--- src/timer_defs.svh ---
`ifndef TIMER_DEFS_SVH
`define TIMER_DEFS_SVH

// ----------------------------------------------------------------
// register offsets
// ----------------------------------------------------------------
`define ADDR_T0_LOW      8'h8a
`define ADDR_T1_LOW      8'h8b
`define ADDR_T0_HIGH     8'h8c
`define ADDR_T1_HIGH     8'h8d
`define ADDR_RATE_CTRL   8'h8e
`define ADDR_T2_CTRL     8'hc8
`define ADDR_CAP_LOW     8'hca
`define ADDR_CAP_HIGH    8'hcb
`define ADDR_T2_LOW      8'hcc
`define ADDR_T2_HIGH     8'hcd

// ----------------------------------------------------------------
// rate and wait control fields
// ----------------------------------------------------------------
`define RATE_T2_BIT      5
`define RATE_T1_BIT      4
`define RATE_T0_BIT      3
`define STRETCH_MSB      2
`define RATE_RESET       8'h01
`define RATE_USED_MASK   8'h3f
`define MOVX_BASE        4'h2

// ----------------------------------------------------------------
// timer two control fields
// ----------------------------------------------------------------
`define T2_OVF_BIT       7
`define T2_EXT_BIT       6
`define T2_RXCLK_BIT     5
`define T2_TXCLK_BIT     4
`define T2_EXTEN_BIT     3
`define T2_RUN_BIT       2
`define T2_SRC_BIT       1
`define T2_CAP_BIT       0
`define T2_CTRL_RESET    8'h00

// ----------------------------------------------------------------
// increment periods in core clocks
// ----------------------------------------------------------------
`define DIV_SLOW         4'd12
`define DIV_FAST         4'd4
`define DIV_BAUD         4'd2

`endif

--- src/timer_pkg.sv ---
package timer_pkg;

    typedef enum logic [1:0] {
        MODE_13BIT,
        MODE_16BIT,
        MODE_8BIT_RELOAD,
        MODE_SPLIT
    } timer_mode_e;

    typedef struct packed {
        logic [7:0] low;
        logic [7:0] high;
        logic       wrap;
    } timer_step_s;

endpackage

--- src/pin_sync.sv ---
`timescale 1ns/100ps

module pin_sync #(
    parameter int WIDTH = 6
) (
    input  wire logic             clk,
    input  wire logic             sys_rst,
    input  wire logic [WIDTH-1:0] pin_in,
    output logic      [WIDTH-1:0] level_q,
    output logic      [WIDTH-1:0] fall
);

    logic [WIDTH-1:0] meta_q;
    logic [WIDTH-1:0] meta_d;
    logic [WIDTH-1:0] level_d;
    logic [WIDTH-1:0] prev_q;
    logic [WIDTH-1:0] prev_d;

    if (WIDTH < 1)
    begin : g_check
        $error("pin_sync needs at least one pin");
    end

    // ----------------------------------------------------------------
    // two-stage synchroniser and falling edge from later stages
    // ----------------------------------------------------------------
    always_comb
    begin
        meta_d  = pin_in;
        level_d = meta_q;
        prev_d  = level_q;
        fall    = prev_q & ~level_q;
    end

    always_ff @(posedge clk)
    begin
        if (sys_rst)
        begin
            meta_q  <= '1;
            level_q <= '1;
            prev_q  <= '1;
        end
        else
        begin
            meta_q  <= meta_d;
            level_q <= level_d;
            prev_q  <= prev_d;
        end
    end

endmodule

--- src/clock_divider.sv ---
`timescale 1ns/100ps
`include "timer_defs.svh"

module clock_divider (
    input  wire logic clk,
    input  wire logic sys_rst,
    output logic      tick_baud,
    output logic      tick_fast,
    output logic      tick_slow
);

    logic [3:0] cnt_q;
    logic [3:0] cnt_d;

    // ----------------------------------------------------------------
    // one count of twelve gives every-2, every-4 and every-12 ticks
    // ----------------------------------------------------------------
    always_comb
    begin
        cnt_d     = (cnt_q == `DIV_SLOW - 4'd1) ? 4'd0 : cnt_q + 4'd1;
        tick_baud = ((cnt_q % `DIV_BAUD) == `DIV_BAUD - 4'd1);
        tick_fast = ((cnt_q % `DIV_FAST) == `DIV_FAST - 4'd1);
        tick_slow = (cnt_q == `DIV_SLOW - 4'd1);
    end

    always_ff @(posedge clk)
    begin
        if (sys_rst)
        begin
            cnt_q <= 4'd0;
        end
        else
        begin
            cnt_q <= cnt_d;
        end
    end

endmodule

--- src/timer_block.sv ---
// Summary of operation
// - mode 0: 13-bit count from low byte bits 4:0 and whole high byte
// - timers 0/1 count clock or pin edges while run and gate condition allow
// - 13-bit wrap past 0x1fff sets flag and pulses output one cycle
// - mode 1: full 16-bit count wrapping after 0xffff, same flag and pulse
// - mode 2: low byte counts, reloads from high byte after 0xff
// - mode 3: timer 0 low byte is 8-bit counter on timer 0 controls
// - mode 3: timer 0 high byte counts divided clock, uses timer 1 run/flag
// - timer 1 in mode 3 stops and holds its count
// - with timer 0 split, timer 1 runs in modes 0-2, halts in mode 3
// - rate bits pick 4 or 12 clock increments, reset 0, ignored as counter
// - stretch field gives external move cycles of two plus field, reset 1
// - timer 2 overflow flag set past 0xffff only without baud selects
// - writing 1 to timer 2 flags sets them and raises the request
// - enabled falling edge on ext pin sets ext flag, also with baud selects
// - serial rx/tx clocks pick timer 2 or timer 1 overflow
// - ext edges ignored when disabled, trigger reload/capture unless baud
// - timer 2 runs only while its run bit is 1
// - timer 2 counts divided clock or input pin edges, baud base every 2
// - capture on ext edges, or reload on overflow and ext edges
// - any baud select forces reload after every overflow
// - capture copies count to capture registers, reload copies them back
// - baud overflow gives shift clock instead of flag, still reloads
`timescale 1ns/100ps
`include "timer_defs.svh"

module timer_block
    import timer_pkg::*;
(
    input  wire logic       clk,
    input  wire logic       sys_rst,
    input  wire logic [7:0] sfr_addr,
    input  wire logic       sfr_wr,
    input  wire logic [7:0] sfr_wdata,
    output logic      [7:0] sfr_rdata,
    input  wire logic [1:0] timer_zero_mode,
    input  wire logic [1:0] timer_one_mode,
    input  wire logic       timer_zero_run,
    input  wire logic       timer_one_run,
    input  wire logic       timer_zero_count_source_select,
    input  wire logic       timer_one_count_source_select,
    input  wire logic       timer_zero_pin_hold_qualify,
    input  wire logic       timer_one_pin_hold_qualify,
    input  wire logic       timer_zero_input_pin,
    input  wire logic       timer_one_input_pin,
    input  wire logic       timer_two_input_pin,
    input  wire logic       timer_two_ext_pin,
    input  wire logic       ext_irq_zero_pin,
    input  wire logic       ext_irq_one_pin,
    output logic            timer_zero_pulse,
    output logic            timer_one_pulse,
    output logic            timer_zero_flag_set,
    output logic            timer_one_flag_set,
    output logic            timer_two_pulse,
    output logic            timer_two_irq,
    output logic            serial_rx_clock,
    output logic            serial_tx_clock,
    output logic      [3:0] movx_cycles
);

    // ----------------------------------------------------------------
    // pin synchronisers and increment ticks
    // ----------------------------------------------------------------
    logic [5:0] pin_level;
    logic [5:0] pin_fall;
    logic       tick_baud;
    logic       tick_fast;
    logic       tick_slow;

    pin_sync #(
        .WIDTH (6)
    ) u_pin_sync (
        .clk     (clk),
        .sys_rst (sys_rst),
        .pin_in  ({ext_irq_one_pin, ext_irq_zero_pin, timer_two_ext_pin,
                   timer_two_input_pin, timer_one_input_pin, timer_zero_input_pin}),
        .level_q (pin_level),
        .fall    (pin_fall)
    );

    clock_divider u_clock_divider (
        .clk       (clk),
        .sys_rst   (sys_rst),
        .tick_baud (tick_baud),
        .tick_fast (tick_fast),
        .tick_slow (tick_slow)
    );

    // ----------------------------------------------------------------
    // state
    // ----------------------------------------------------------------
    logic [7:0]  t0_low_q,  t0_low_d;
    logic [7:0]  t0_high_q, t0_high_d;
    logic [7:0]  t1_low_q,  t1_low_d;
    logic [7:0]  t1_high_q, t1_high_d;
    logic [15:0] t2_cnt_q,  t2_cnt_d;
    logic [15:0] cap_q,     cap_d;
    logic [7:0]  rate_q,    rate_d;
    logic [7:0]  t2ctl_q,   t2ctl_d;
    logic [7:0]  rdata_d;
    logic        t0_pulse_d;
    logic        t1_pulse_d;
    logic        t0_flag_d;
    logic        t1_flag_d;
    logic        t2_pulse_d;
    logic        t2_irq_d;
    logic        rx_clk_d;
    logic        tx_clk_d;
    logic [3:0]  movx_d;

    // ----------------------------------------------------------------
    // helpers
    // ----------------------------------------------------------------
    function automatic timer_step_s step_timer(input logic [7:0] low,
                                               input logic [7:0] high,
                                               input timer_mode_e mode,
                                               input logic inc);
        timer_step_s r;
        r.low  = low;
        r.high = high;
        r.wrap = 1'b0;
        if (inc)
        begin
            unique case (mode)
                MODE_13BIT:
                begin
                    {r.wrap, r.high, r.low[4:0]} = {1'b0, high, low[4:0]} + 14'd1;
                end
                MODE_16BIT:
                begin
                    {r.wrap, r.high, r.low} = {1'b0, high, low} + 17'd1;
                end
                MODE_8BIT_RELOAD:
                begin
                    r.wrap = (low == 8'hff);
                    r.low  = r.wrap ? high : low + 8'd1;
                end
                MODE_SPLIT:
                begin
                    {r.wrap, r.low} = {1'b0, low} + 9'd1;
                end
            endcase
        end
        return r;
    endfunction

    function automatic logic rate_tick(input logic fast, input logic fs, input logic sl);
        return fast ? fs : sl;
    endfunction

    // ----------------------------------------------------------------
    // next-state logic
    // ----------------------------------------------------------------
    timer_mode_e m0;
    timer_mode_e m1;
    timer_step_s s0;
    timer_step_s s1;
    logic        split0;
    logic        t0_inc;
    logic        t1_inc;
    logic        h0_inc;
    logic        h0_wrap;
    logic [7:0]  h0_next;
    logic        baud;
    logic        t2_inc;
    logic        t2_ovf;
    logic        ext_evt;
    logic        t2_ovf_set;
    logic        t2_ext_set;

    always_comb
    begin
        m0     = timer_mode_e'(timer_zero_mode);
        m1     = timer_mode_e'(timer_one_mode);
        split0 = (m0 == MODE_SPLIT);

        // timer zero
        t0_inc = timer_zero_run
               & (~timer_zero_pin_hold_qualify | pin_level[4])
               & (timer_zero_count_source_select ? pin_fall[0]
                  : rate_tick(rate_q[`RATE_T0_BIT], tick_fast, tick_slow));
        s0 = step_timer(t0_low_q, t0_high_q, m0, t0_inc);

        // split high byte, clock only, timer one run
        h0_inc = split0 & timer_one_run
               & rate_tick(rate_q[`RATE_T0_BIT], tick_fast, tick_slow);
        {h0_wrap, h0_next} = {1'b0, t0_high_q} + {8'd0, h0_inc};

        // timer one
        t1_inc = (split0 | timer_one_run) & (m1 != MODE_SPLIT)
               & (~timer_one_pin_hold_qualify | pin_level[5])
               & (timer_one_count_source_select ? pin_fall[1]
                  : rate_tick(rate_q[`RATE_T1_BIT], tick_fast, tick_slow));
        s1 = step_timer(t1_low_q, t1_high_q, m1, t1_inc);

        t0_low_d   = s0.low;
        t0_high_d  = split0 ? h0_next : s0.high;
        t1_low_d   = s1.low;
        t1_high_d  = s1.high;
        t0_pulse_d = s0.wrap;
        t0_flag_d  = s0.wrap;
        t1_pulse_d = s1.wrap;
        t1_flag_d  = split0 ? h0_wrap : s1.wrap;

        // timer two
        baud   = t2ctl_q[`T2_RXCLK_BIT] | t2ctl_q[`T2_TXCLK_BIT];
        t2_inc = t2ctl_q[`T2_RUN_BIT]
               & (t2ctl_q[`T2_SRC_BIT] ? pin_fall[2]
                  : (baud ? tick_baud
                     : rate_tick(rate_q[`RATE_T2_BIT], tick_fast, tick_slow)));
        t2_ovf  = t2_inc & (t2_cnt_q == 16'hffff);
        ext_evt = t2ctl_q[`T2_EXTEN_BIT] & pin_fall[3];
        t2_cnt_d = t2_cnt_q + {15'd0, t2_inc};
        cap_d    = cap_q;
        if (t2_ovf & (baud | ~t2ctl_q[`T2_CAP_BIT]))
        begin
            t2_cnt_d = cap_q;
        end
        if (ext_evt & ~baud)
        begin
            if (t2ctl_q[`T2_CAP_BIT])
            begin
                cap_d = t2_cnt_q;
            end
            else
            begin
                t2_cnt_d = cap_q;
            end
        end
        t2_ovf_set = t2_ovf & ~baud;
        t2_ext_set = ext_evt;
        t2_pulse_d = t2_ovf_set;
        rx_clk_d   = t2ctl_q[`T2_RXCLK_BIT] ? t2_ovf : s1.wrap;
        tx_clk_d   = t2ctl_q[`T2_TXCLK_BIT] ? t2_ovf : s1.wrap;

        rate_d  = rate_q;
        t2ctl_d = t2ctl_q;

        // software writes win over hardware counter and capture changes
        if (sfr_wr)
        begin
            unique case (sfr_addr)
                `ADDR_T0_LOW:    t0_low_d          = sfr_wdata;
                `ADDR_T0_HIGH:   t0_high_d         = sfr_wdata;
                `ADDR_T1_LOW:    t1_low_d          = sfr_wdata;
                `ADDR_T1_HIGH:   t1_high_d         = sfr_wdata;
                `ADDR_T2_LOW:    t2_cnt_d[7:0]     = sfr_wdata;
                `ADDR_T2_HIGH:   t2_cnt_d[15:8]    = sfr_wdata;
                `ADDR_CAP_LOW:   cap_d[7:0]        = sfr_wdata;
                `ADDR_CAP_HIGH:  cap_d[15:8]       = sfr_wdata;
                `ADDR_RATE_CTRL: rate_d            = sfr_wdata & `RATE_USED_MASK;
                `ADDR_T2_CTRL:   t2ctl_d           = sfr_wdata;
                default:         rate_d            = rate_q;
            endcase
        end

        // hardware sets win over software clears
        if (t2_ovf_set)
        begin
            t2ctl_d[`T2_OVF_BIT] = 1'b1;
        end
        if (t2_ext_set)
        begin
            t2ctl_d[`T2_EXT_BIT] = 1'b1;
        end
        t2_irq_d = t2ctl_d[`T2_OVF_BIT] | t2ctl_d[`T2_EXT_BIT];

        movx_d = `MOVX_BASE + {1'b0, rate_d[`STRETCH_MSB:0]};

        // read data, registered
        unique case (sfr_addr)
            `ADDR_T0_LOW:    rdata_d = t0_low_q;
            `ADDR_T0_HIGH:   rdata_d = t0_high_q;
            `ADDR_T1_LOW:    rdata_d = t1_low_q;
            `ADDR_T1_HIGH:   rdata_d = t1_high_q;
            `ADDR_T2_LOW:    rdata_d = t2_cnt_q[7:0];
            `ADDR_T2_HIGH:   rdata_d = t2_cnt_q[15:8];
            `ADDR_CAP_LOW:   rdata_d = cap_q[7:0];
            `ADDR_CAP_HIGH:  rdata_d = cap_q[15:8];
            `ADDR_RATE_CTRL: rdata_d = rate_q;
            `ADDR_T2_CTRL:   rdata_d = t2ctl_q;
            default:         rdata_d = 8'h00;
        endcase
    end

    // ----------------------------------------------------------------
    // registers
    // ----------------------------------------------------------------
    always_ff @(posedge clk)
    begin
        if (sys_rst)
        begin
            t0_low_q            <= 8'h00;
            t0_high_q           <= 8'h00;
            t1_low_q            <= 8'h00;
            t1_high_q           <= 8'h00;
            t2_cnt_q            <= 16'h0000;
            cap_q               <= 16'h0000;
            rate_q              <= `RATE_RESET;
            t2ctl_q             <= `T2_CTRL_RESET;
            sfr_rdata           <= 8'h00;
            timer_zero_pulse    <= 1'b0;
            timer_one_pulse     <= 1'b0;
            timer_zero_flag_set <= 1'b0;
            timer_one_flag_set  <= 1'b0;
            timer_two_pulse     <= 1'b0;
            timer_two_irq       <= 1'b0;
            serial_rx_clock     <= 1'b0;
            serial_tx_clock     <= 1'b0;
            movx_cycles         <= `MOVX_BASE + 4'h1;
        end
        else
        begin
            t0_low_q            <= t0_low_d;
            t0_high_q           <= t0_high_d;
            t1_low_q            <= t1_low_d;
            t1_high_q           <= t1_high_d;
            t2_cnt_q            <= t2_cnt_d;
            cap_q               <= cap_d;
            rate_q              <= rate_d;
            t2ctl_q             <= t2ctl_d;
            sfr_rdata           <= rdata_d;
            timer_zero_pulse    <= t0_pulse_d;
            timer_one_pulse     <= t1_pulse_d;
            timer_zero_flag_set <= t0_flag_d;
            timer_one_flag_set  <= t1_flag_d;
            timer_two_pulse     <= t2_pulse_d;
            timer_two_irq       <= t2_irq_d;
            serial_rx_clock     <= rx_clk_d;
            serial_tx_clock     <= tx_clk_d;
            movx_cycles         <= movx_d;
        end
    end

endmodule

--- config.mk ---
export PLATFORM = sky130hd
export DESIGN_NAME = timer_block
export DESIGN_NICKNAME = d
export VERILOG_FILES = /design/src/timer_pkg.sv /design/src/pin_sync.sv /design/src/clock_divider.sv /design/src/timer_block.sv
export VERILOG_INCLUDE_DIRS = /design/src /design/src/src
export SDC_FILE = /design/constraint.sdc
export NUM_CORES = 1
export LEC_CHECK = 0
export BUFFER_PORTS_ARGS = -buffer_cell sky130_fd_sc_hd__buf_2
export CAP_MARGIN = 20
export CORE_AREA = 2 2 113 115
export CTS_CLUSTER_SIZE = 24
export DETAILED_ROUTE_END_ITERATION = 7
export DIE_AREA = 0 0 115 117
export GPL_TIMING_DRIVEN = 0
export PLACE_DENSITY = 0.73
export SYNTH_ARGS = -nofsm -noshare
export SYNTH_HDL_FRONTEND = slang
export SYNTH_SLANG_ARGS = --single-unit
--- constraint.sdc ---
create_clock -name clk -period 2.36 [get_ports clk]
set_input_delay 0.118 -clock clk [delete_from_list [all_inputs] [get_ports clk]]
set_output_delay 0.118 -clock clk [all_outputs]
set_load 0.1 [all_outputs]
# Yosys cells after proc, flatten, opt, wreduce, memory -nomap -nowiden

Index checks and enable logic that the tools add are counted.

Output and inout port bits: 20
Register bits: 117
Word-level logic and storage cells: 138

Add/subtract/negate cells: 12
Bitwise logic cells: 26
Muxes and demuxes: 49
Reduce and logical (&&, ||, !) cells: 6
Equality and inequality tests: 22

Operators by type and width:

| kind                                          | count |
|---|---|
| 2-to-1 mux 8 bit                              | 17 |
| 2-to-1 mux 16 bit                             | 7 |
| == test 8 bit, second input constant          | 12 |
| case mux 8 bit (10 select lines)              | 1 |
| case mux 5 bit (4 select lines)               | 2 |
| adder 16 x 1 -> 17 bit, second input constant | 2 |
| 2-to-1 mux 17 bit                             | 2 |
| case mux 8 bit (2 select lines)               | 2 |
| adder 13 x 1 -> 14 bit, second input constant | 2 |
| adder 8 x 1 -> 9 bit, second input constant   | 2 |
| case mux 3 bit (3 select lines)               | 2 |
| adder 16 x 1 -> 16 bit                        | 1 |
| adder 8 x 1 -> 8 bit, second input constant   | 2 |
| == test 16 bit, second input constant         | 1 |
| AND 1 bit                                     | 13 |
| 2-to-1 mux 1 bit                              | 12 |
| == test 2 bit, second input constant          | 5 |
| adder 8 x 1 -> 9 bit                          | 1 |
| case mux 1 bit (4 select lines)               | 2 |
| 2-to-1 mux 3 bit                              | 2 |
| OR 1 bit                                      | 6 |
| inverter 1 bit                                | 5 |
| adder 2 x 3 -> 4 bit, first input constant    | 1 |
| adder 4 x 1 -> 4 bit, second input constant   | 1 |
| 8 further kinds                               | 12 |

# Longest topological paths before layout

Depth in word-level cells: 12
Mapped depth: 10

# Hierarchy

Synthesis repeated with hierarchy kept, for this count alone.

Cell total of the unflattened synthesis: 891
Area total of the unflattened synthesis: 7,215.7 µm²

Modules (own cells, without submodules):

| module        | sequential area each (µm²) | area an instance (µm²) | instances | cells an instance |
|---|---|---|---|---|
| timer_block   | 1,921.8                    | 6,505.0                | 1         | 832 |
| pin_sync      | 360.3                      | 521.8                  | 1         | 43 |
| clock_divider | 80.1                       | 188.9                  | 1         | 16 |

# Least setup slack after synthesis

Ideal clock, no wire load.

Kind: reg-to-reg
Start: register t2ctl_q[4]
End: register t2_cnt_q[12]
Library setup time: 0.132 ns
Required time: 2.228 ns
Cell stages (with the launch flop): 11
Path slack: 0.122 ns
Period minus slack after synthesis: 2.238 ns
Path buffers: 0
Arrival time: 2.106 ns
Cells stage by stage: dfxtp_1 nor2_1 o211ai_1 a21oi_1 ha_1 ha_1 and4_1 nand4_1 xnor2_1 o211ai_1 a21oi_1

Longest elaborated chain between the ends: 11
Elaborated cells on any way between the ends: 15
Classes of those cells: 1 x add/sub; 7 x mux; 7 x bitwise

RTL lines:

| element                                                                        | RTL line           | RTL |
|---|---|---|
| start: declaration                                                             | timer_block.sv:99  | `logic [7:0] t2ctl_q, t2ctl_d;` |
| start signal: assignment                                                       | timer_block.sv:300 | `` t2ctl_q <= `T2_CTRL_RESET; `` |
| start signal: assignment                                                       | timer_block.sv:321 | `t2ctl_q <= t2ctl_d;` |
| OR 1 bit *                                                                     | timer_block.sv:206 | `` baud = t2ctl_q[`T2_RXCLK_BIT] \| t2ctl_q[`T2_TXCLK_BIT]; `` |
| parallel branches: the longest is 7 deep, another holds adder 16 x 1 -> 16 bit | --                 |  |
| 2-to-1 mux 16 bit *                                                            | timer_block.sv:219 | `if (ext_evt & ~baud)` |
| 2-to-1 mux 8 bit                                                               | timer_block.sv:242 | `unique case (sfr_addr)` |
| 2-to-1 mux 16 bit *                                                            | timer_block.sv:240 | `if (sfr_wr)` |
| end signal: assignment                                                         | timer_block.sv:318 | `t2_cnt_q <= t2_cnt_d;` |
| end: declaration                                                               | timer_block.sv:96  | `logic [15:0] t2_cnt_q, t2_cnt_d;` |

Mark *: on every way between the ends.
A chain may end at the register's enable or synchronous reset.

# Final worst setup path

Start: register u_clock_divider.cnt_q[0]
End: register timer_one_flag_set

Longest elaborated chain between the ends: 6
Elaborated cells on any way between the ends: 10
Classes of those cells: 1 x add/sub; 2 x eq/ne; 5 x mux; 2 x bitwise

RTL lines:

| element                                                                      | RTL line            | RTL |
|---|---|---|
| start: declaration                                                           | clock_divider.sv:12 | `logic [3:0] cnt_q;` |
| start signal: assignment                                                     | clock_divider.sv:34 | `cnt_q <= cnt_d;` |
| parallel branches: the longest is 5 deep, another holds adder 8 x 1 -> 9 bit | --                  |  |
| 2-to-1 mux 1 bit *                                                           | timer_block.sv:203  | `t1_flag_d = split0 ? h0_wrap : s1.wrap;` |
| end signal: assignment                                                       | timer_block.sv:326  | `timer_one_flag_set <= t1_flag_d;` |
| end: declaration                                                             | timer_block.sv:53   | `output logic timer_one_flag_set,` |

Marked as above.

==> parameters.txt <==
Parameter                              Value

Outcome
  Result of the run ... finished, final reports clean

Route
  Number of vias in the routed layout ... 6970
  Pre-antenna DRT Iters ... 8
  Wirelength per Cell ... 21.4 um
  Vias/cell ... 6.56
  Routed Wire Length ... 22.7 mm
  Antenna violation net count after detailed routing ... 0
  Drt initial violations ... 850
  Total DRC errors in the routed layout ... 0

Timing
  Worst Clk Skew ... 8.68 ps
  Minimum period implied by the final worst setup slack ... 2340 ps
  Worst slew margin ... 21.4%
  Setup total negative slack ... 0 ps
  Slew Viols, Final ... 0
  Total of endpoints with negative setup slack in the final report ... 0
  Highest clock rate ... 0.427 GHz
  Final number of hold-violating endpoints ... 0
  Period utilization ... 99.2%
  Transition time at the pin with the least slew margin ... 1160 ps
  Unrepaired setup endpoints after global routing ... true

Die
  Num ports ... 55
  Die Ht ... 117 um
  DIE WIDTH ... 115 um
  Area of the core ... 12300 um2
  Area of the die ... 13500 um2
  Starting density of the core ... 53.3%
  Number of placement rows ... 41

Yosys
  Library cell with the highest instance count after synthesis ... sky130_fd_sc_hd__dfxtp_1
  Top area cells in the synthesized netlist ... sky130_fd_sc_hd__dfxtp_1, sky130_fd_sc_hd__nor2_1, sky130_fd_sc_hd__a211oi_1, sky130_fd_sc_hd__mux2i_1, sky130_fd_sc_hd__a21oi_1
  Synth warnings ... 0
  Library cell occupying the most area in the post-synthesis netlist ... sky130_fd_sc_hd__dfxtp_1
  Synthesized Nets ... 866
  Proportion of synthesized area in mux cells ... 5.06%
  Main flop type after synthesis ... sky130_fd_sc_hd__dfxtp_1
  List of most frequent post-synthesis cells ... sky130_fd_sc_hd__dfxtp_1, sky130_fd_sc_hd__nor2_1, sky130_fd_sc_hd__nand2_1
  Main combinational cell family by area after synthesis ... compound AO/OA/AOI/OAI gates
  Synth unique cells ... 65
  #FFs+latches synth ... 116
  Fraction of the mapped netlist area in simple logic gates ... 24.5%
  Fraction of registers with async set or reset after synthesis ... 0%
  Count of flip-flops with a built-in enable after synthesis ... 0
  Area of the mapped netlist ... 6560 um2
  Xor and xnor area share after synthesis ... 3.61%
  Post-synthesis cell count ... 823
  Post-synthesis compound-gate area fraction ... 24.7%
  Adder-Cell Fraction of Synth Area ... 1.53%
  Portion of the post-synthesis area used by sequential elements ... 35.4%
  Area fraction of the dominant cell type after synthesis ... 35.4%
  Mean instance size in the synthesized netlist ... 7.97 um2

Setup path
  Endpoint kind of the worst setup timing path ... flip-flop
  Arr. time, crit path ... 2660 ps
  Worst-case register-to-register setup slack ... 20 ps
  Worst Path Max Fanout ... 10
  Cell class contributing the biggest share of worst-path delay ... compound AO/OA/AOI/OAI gates
  Critical path, cell by cell ... ha_4 -> o211ai_1 -> a211o_1 -> clkbuf_1 -> or3_1 -> o32ai_1
  Required arrival time at the worst endpoint ... 2680 ps
  Slowest stage cell, crit path ... sky130_fd_sc_hd__or3_1
  Setup crit start kind ... flip-flop
  CP Class ... reg2reg
  Buffers & Inverters on Critical Path ... 1
  Delay of the slowest cell on the worst path ... 580 ps

Run
  Number of max-cap violations ... 0

Pwr
  Max VDD drop ... 0.000435 V
  Power density over the cells ... 658 nW/um2
  Reported leakage power ... 2.78 nW
  Total power of the final layout ... 5.23 mW

Placement
  Detailed placer's ending HPWL ... 15.7 mm
  Final estimated routing congestion in global placement ... 1.02
  Input/output buffers ... 43

Hold path
  Min-Delay Path Class ... in2reg

Clock network
  TritonCTS clock tree ... done
  CTS max path bufs ... 2
  Clock slew at the register clock pins of the worst setup and hold paths ... 60 ps
  Depth of the CTS H-tree ... 4
  Total number of clock tree sinks ... 116
  Worst-skew pair later-pin latency ... 430 ps
  Number of buffers created by CTS ... 17
  Root buf cell ... sky130_fd_sc_hd__clkbuf_16

Global routing
  Number of global-route vias before repair ... 6363
  Congestion Overflow GR ... 0
  Pin count of the biggest net entering global routing ... 17
  Total global-route track usage ... 33.6%
  Global-route wire length before repair ... 34.1 mm
  Initial antenna violation count ... 0

Cells and area
  Final antenna diode count ... 0
  Multi-input logic area ... 4010 um2
  Synthesis-to-finish area growth ... 21.2%
  Nets ... 944
  Footprint of the flip-flops and latches ... 2340 um2
  Layout cells sized above 1 ... 17.2%
  FILL cells ... 1054
-- layout by cell type, fill, tap and decap left out, types with 16 or more instances in the layout --
cell,netlist,final
sky130_fd_sc_hd__and3_1,16,16
sky130_fd_sc_hd__nand3_1,22,20
sky130_fd_sc_hd__o211ai_1,19,19
sky130_fd_sc_hd__xnor2_1,16,16
sky130_fd_sc_hd__buf_2,5,47
sky130_fd_sc_hd__nor2_1,98,95
sky130_fd_sc_hd__nand2_1,70,70
sky130_fd_sc_hd__clkbuf_16,0,18
sky130_fd_sc_hd__or2_2,21,21
sky130_fd_sc_hd__mux2i_1,32,31
sky130_fd_sc_hd__o21ai_0,37,36
sky130_fd_sc_hd__a21oi_1,58,56
sky130_fd_sc_hd__clkbuf_1,56,52
sky130_fd_sc_hd__dfxtp_1,116,101
sky130_fd_sc_hd__nor3_1,19,17
sky130_fd_sc_hd__a211oi_1,43,43
-- path summary, 6_finish.rpt --
kind / from / end / cells after the start
setup / recovery: u_clock_divider.cnt_q[0] / timer_one_flag_set / 6
hold / removal: sfr_wr / rate_q[3] / 3
setup reg to reg: u_clock_divider.cnt_q[0] / timer_one_flag_set / 6
hold reg to reg: u_pin_sync.level_d[4] / u_pin_sync.level_q[4] / 1
-- cells by family (layout without fill, tap and decap cells) --
| group | after synthesis | count (layout) |
|---|---|---|
| flops | 116 | 116 |
| simple gates | 319 | 319 |
| fa+ha+maj | 8 | 8 |
| mux | 33 | 33 |
| buf+inv | 84 | 174 |
| compound gates | 236 | 236 |
| xor+xnor | 27 | 27 |
-- stage by stage --
stage	hold WS (ps)	setup WS, ps	cells	area (um2)	utilization, %
6_report	51.3	17.8	1063	7950	64.6
5_1_grt	63.7	-50.9	1063	7950	64.6
4_1_cts	35.6	3.46	1053	7780	63.2
3_5_place_dp	303	-364	1016	6960	56.5
3_3_place_gp	299	-306	1016	6960	56.5
2_1_floorplan	222	122	823	6560	-
-- power breakdown --
group	leakage, nW	internal [mW]	switching, mW	total, mW
combinational	1.51	0.0755	0.179	0.255
sequential	0.946	1.98	0.0137	1.99
clock	0.326	2.03	0.953	2.98
total	2.78	4.09	1.15	5.23
-- sequential cells by signal (all words and copies together) (netlist names), 4 cells and up --
| signal | flops |
|---|---|
| cap_q | 16 |
| t2_cnt_q | 16 |
| sfr_rdata | 8 |
| t0_high_q | 8 |
| t0_low_q | 8 |
| t1_high_q | 8 |
| t1_low_q | 8 |
| t2ctl_q | 8 |
| u_pin_sync.level_d | 6 |
| u_pin_sync.level_q | 6 |
| rate_q | 5 |
| movx_cycles | 4 |
| u_clock_divider.cnt_q | 4 |
| u_pin_sync.prev_q | 4 |
-- layout make-up --
type	instances	share of cell area, %
Clock buffer	19	5.70
Clock inverter	12	2.85
Buffer	68	3.76
Multi-Input combinational cell	623	50.4
Inverter	14	0.661
Tap cell	150	2.36
Timing Repair Buffer	61	4.82
Sequential cell	116	29.5
-- routing by layer --
layer / wire, um / up-vias / GRT usage (%)
li1: - / 3180 / -
met1: 9080 / 3290 / 42.8
met2: 10400 / 424 / 53.2
met3: 2140 / 76 / 6.39
met4: 1070 / 0 / 20.2
met5: 0 / - / 0
-- worst register-to-register path: cells and delay by family (launching register included) --
family          cells  cell delay [ps]
compound gates      3              770
fa+ha+maj           1              220
buf+inv             1              280
flops               1              390
simple gates        1              580
-- timing repair --
action | in CTS | in global routing
setup buffers | 1 | 10
gates cloned | 0 | 1
endpoints found under the hold margin | 6 | 0
resized for setup | 18 | 34
endpoints found under the setup margin | 30 | 47
hold buffers | 6 | 0
pin swaps | 4 | 12
Note: power is estimated with default switching activity, not from simulation.
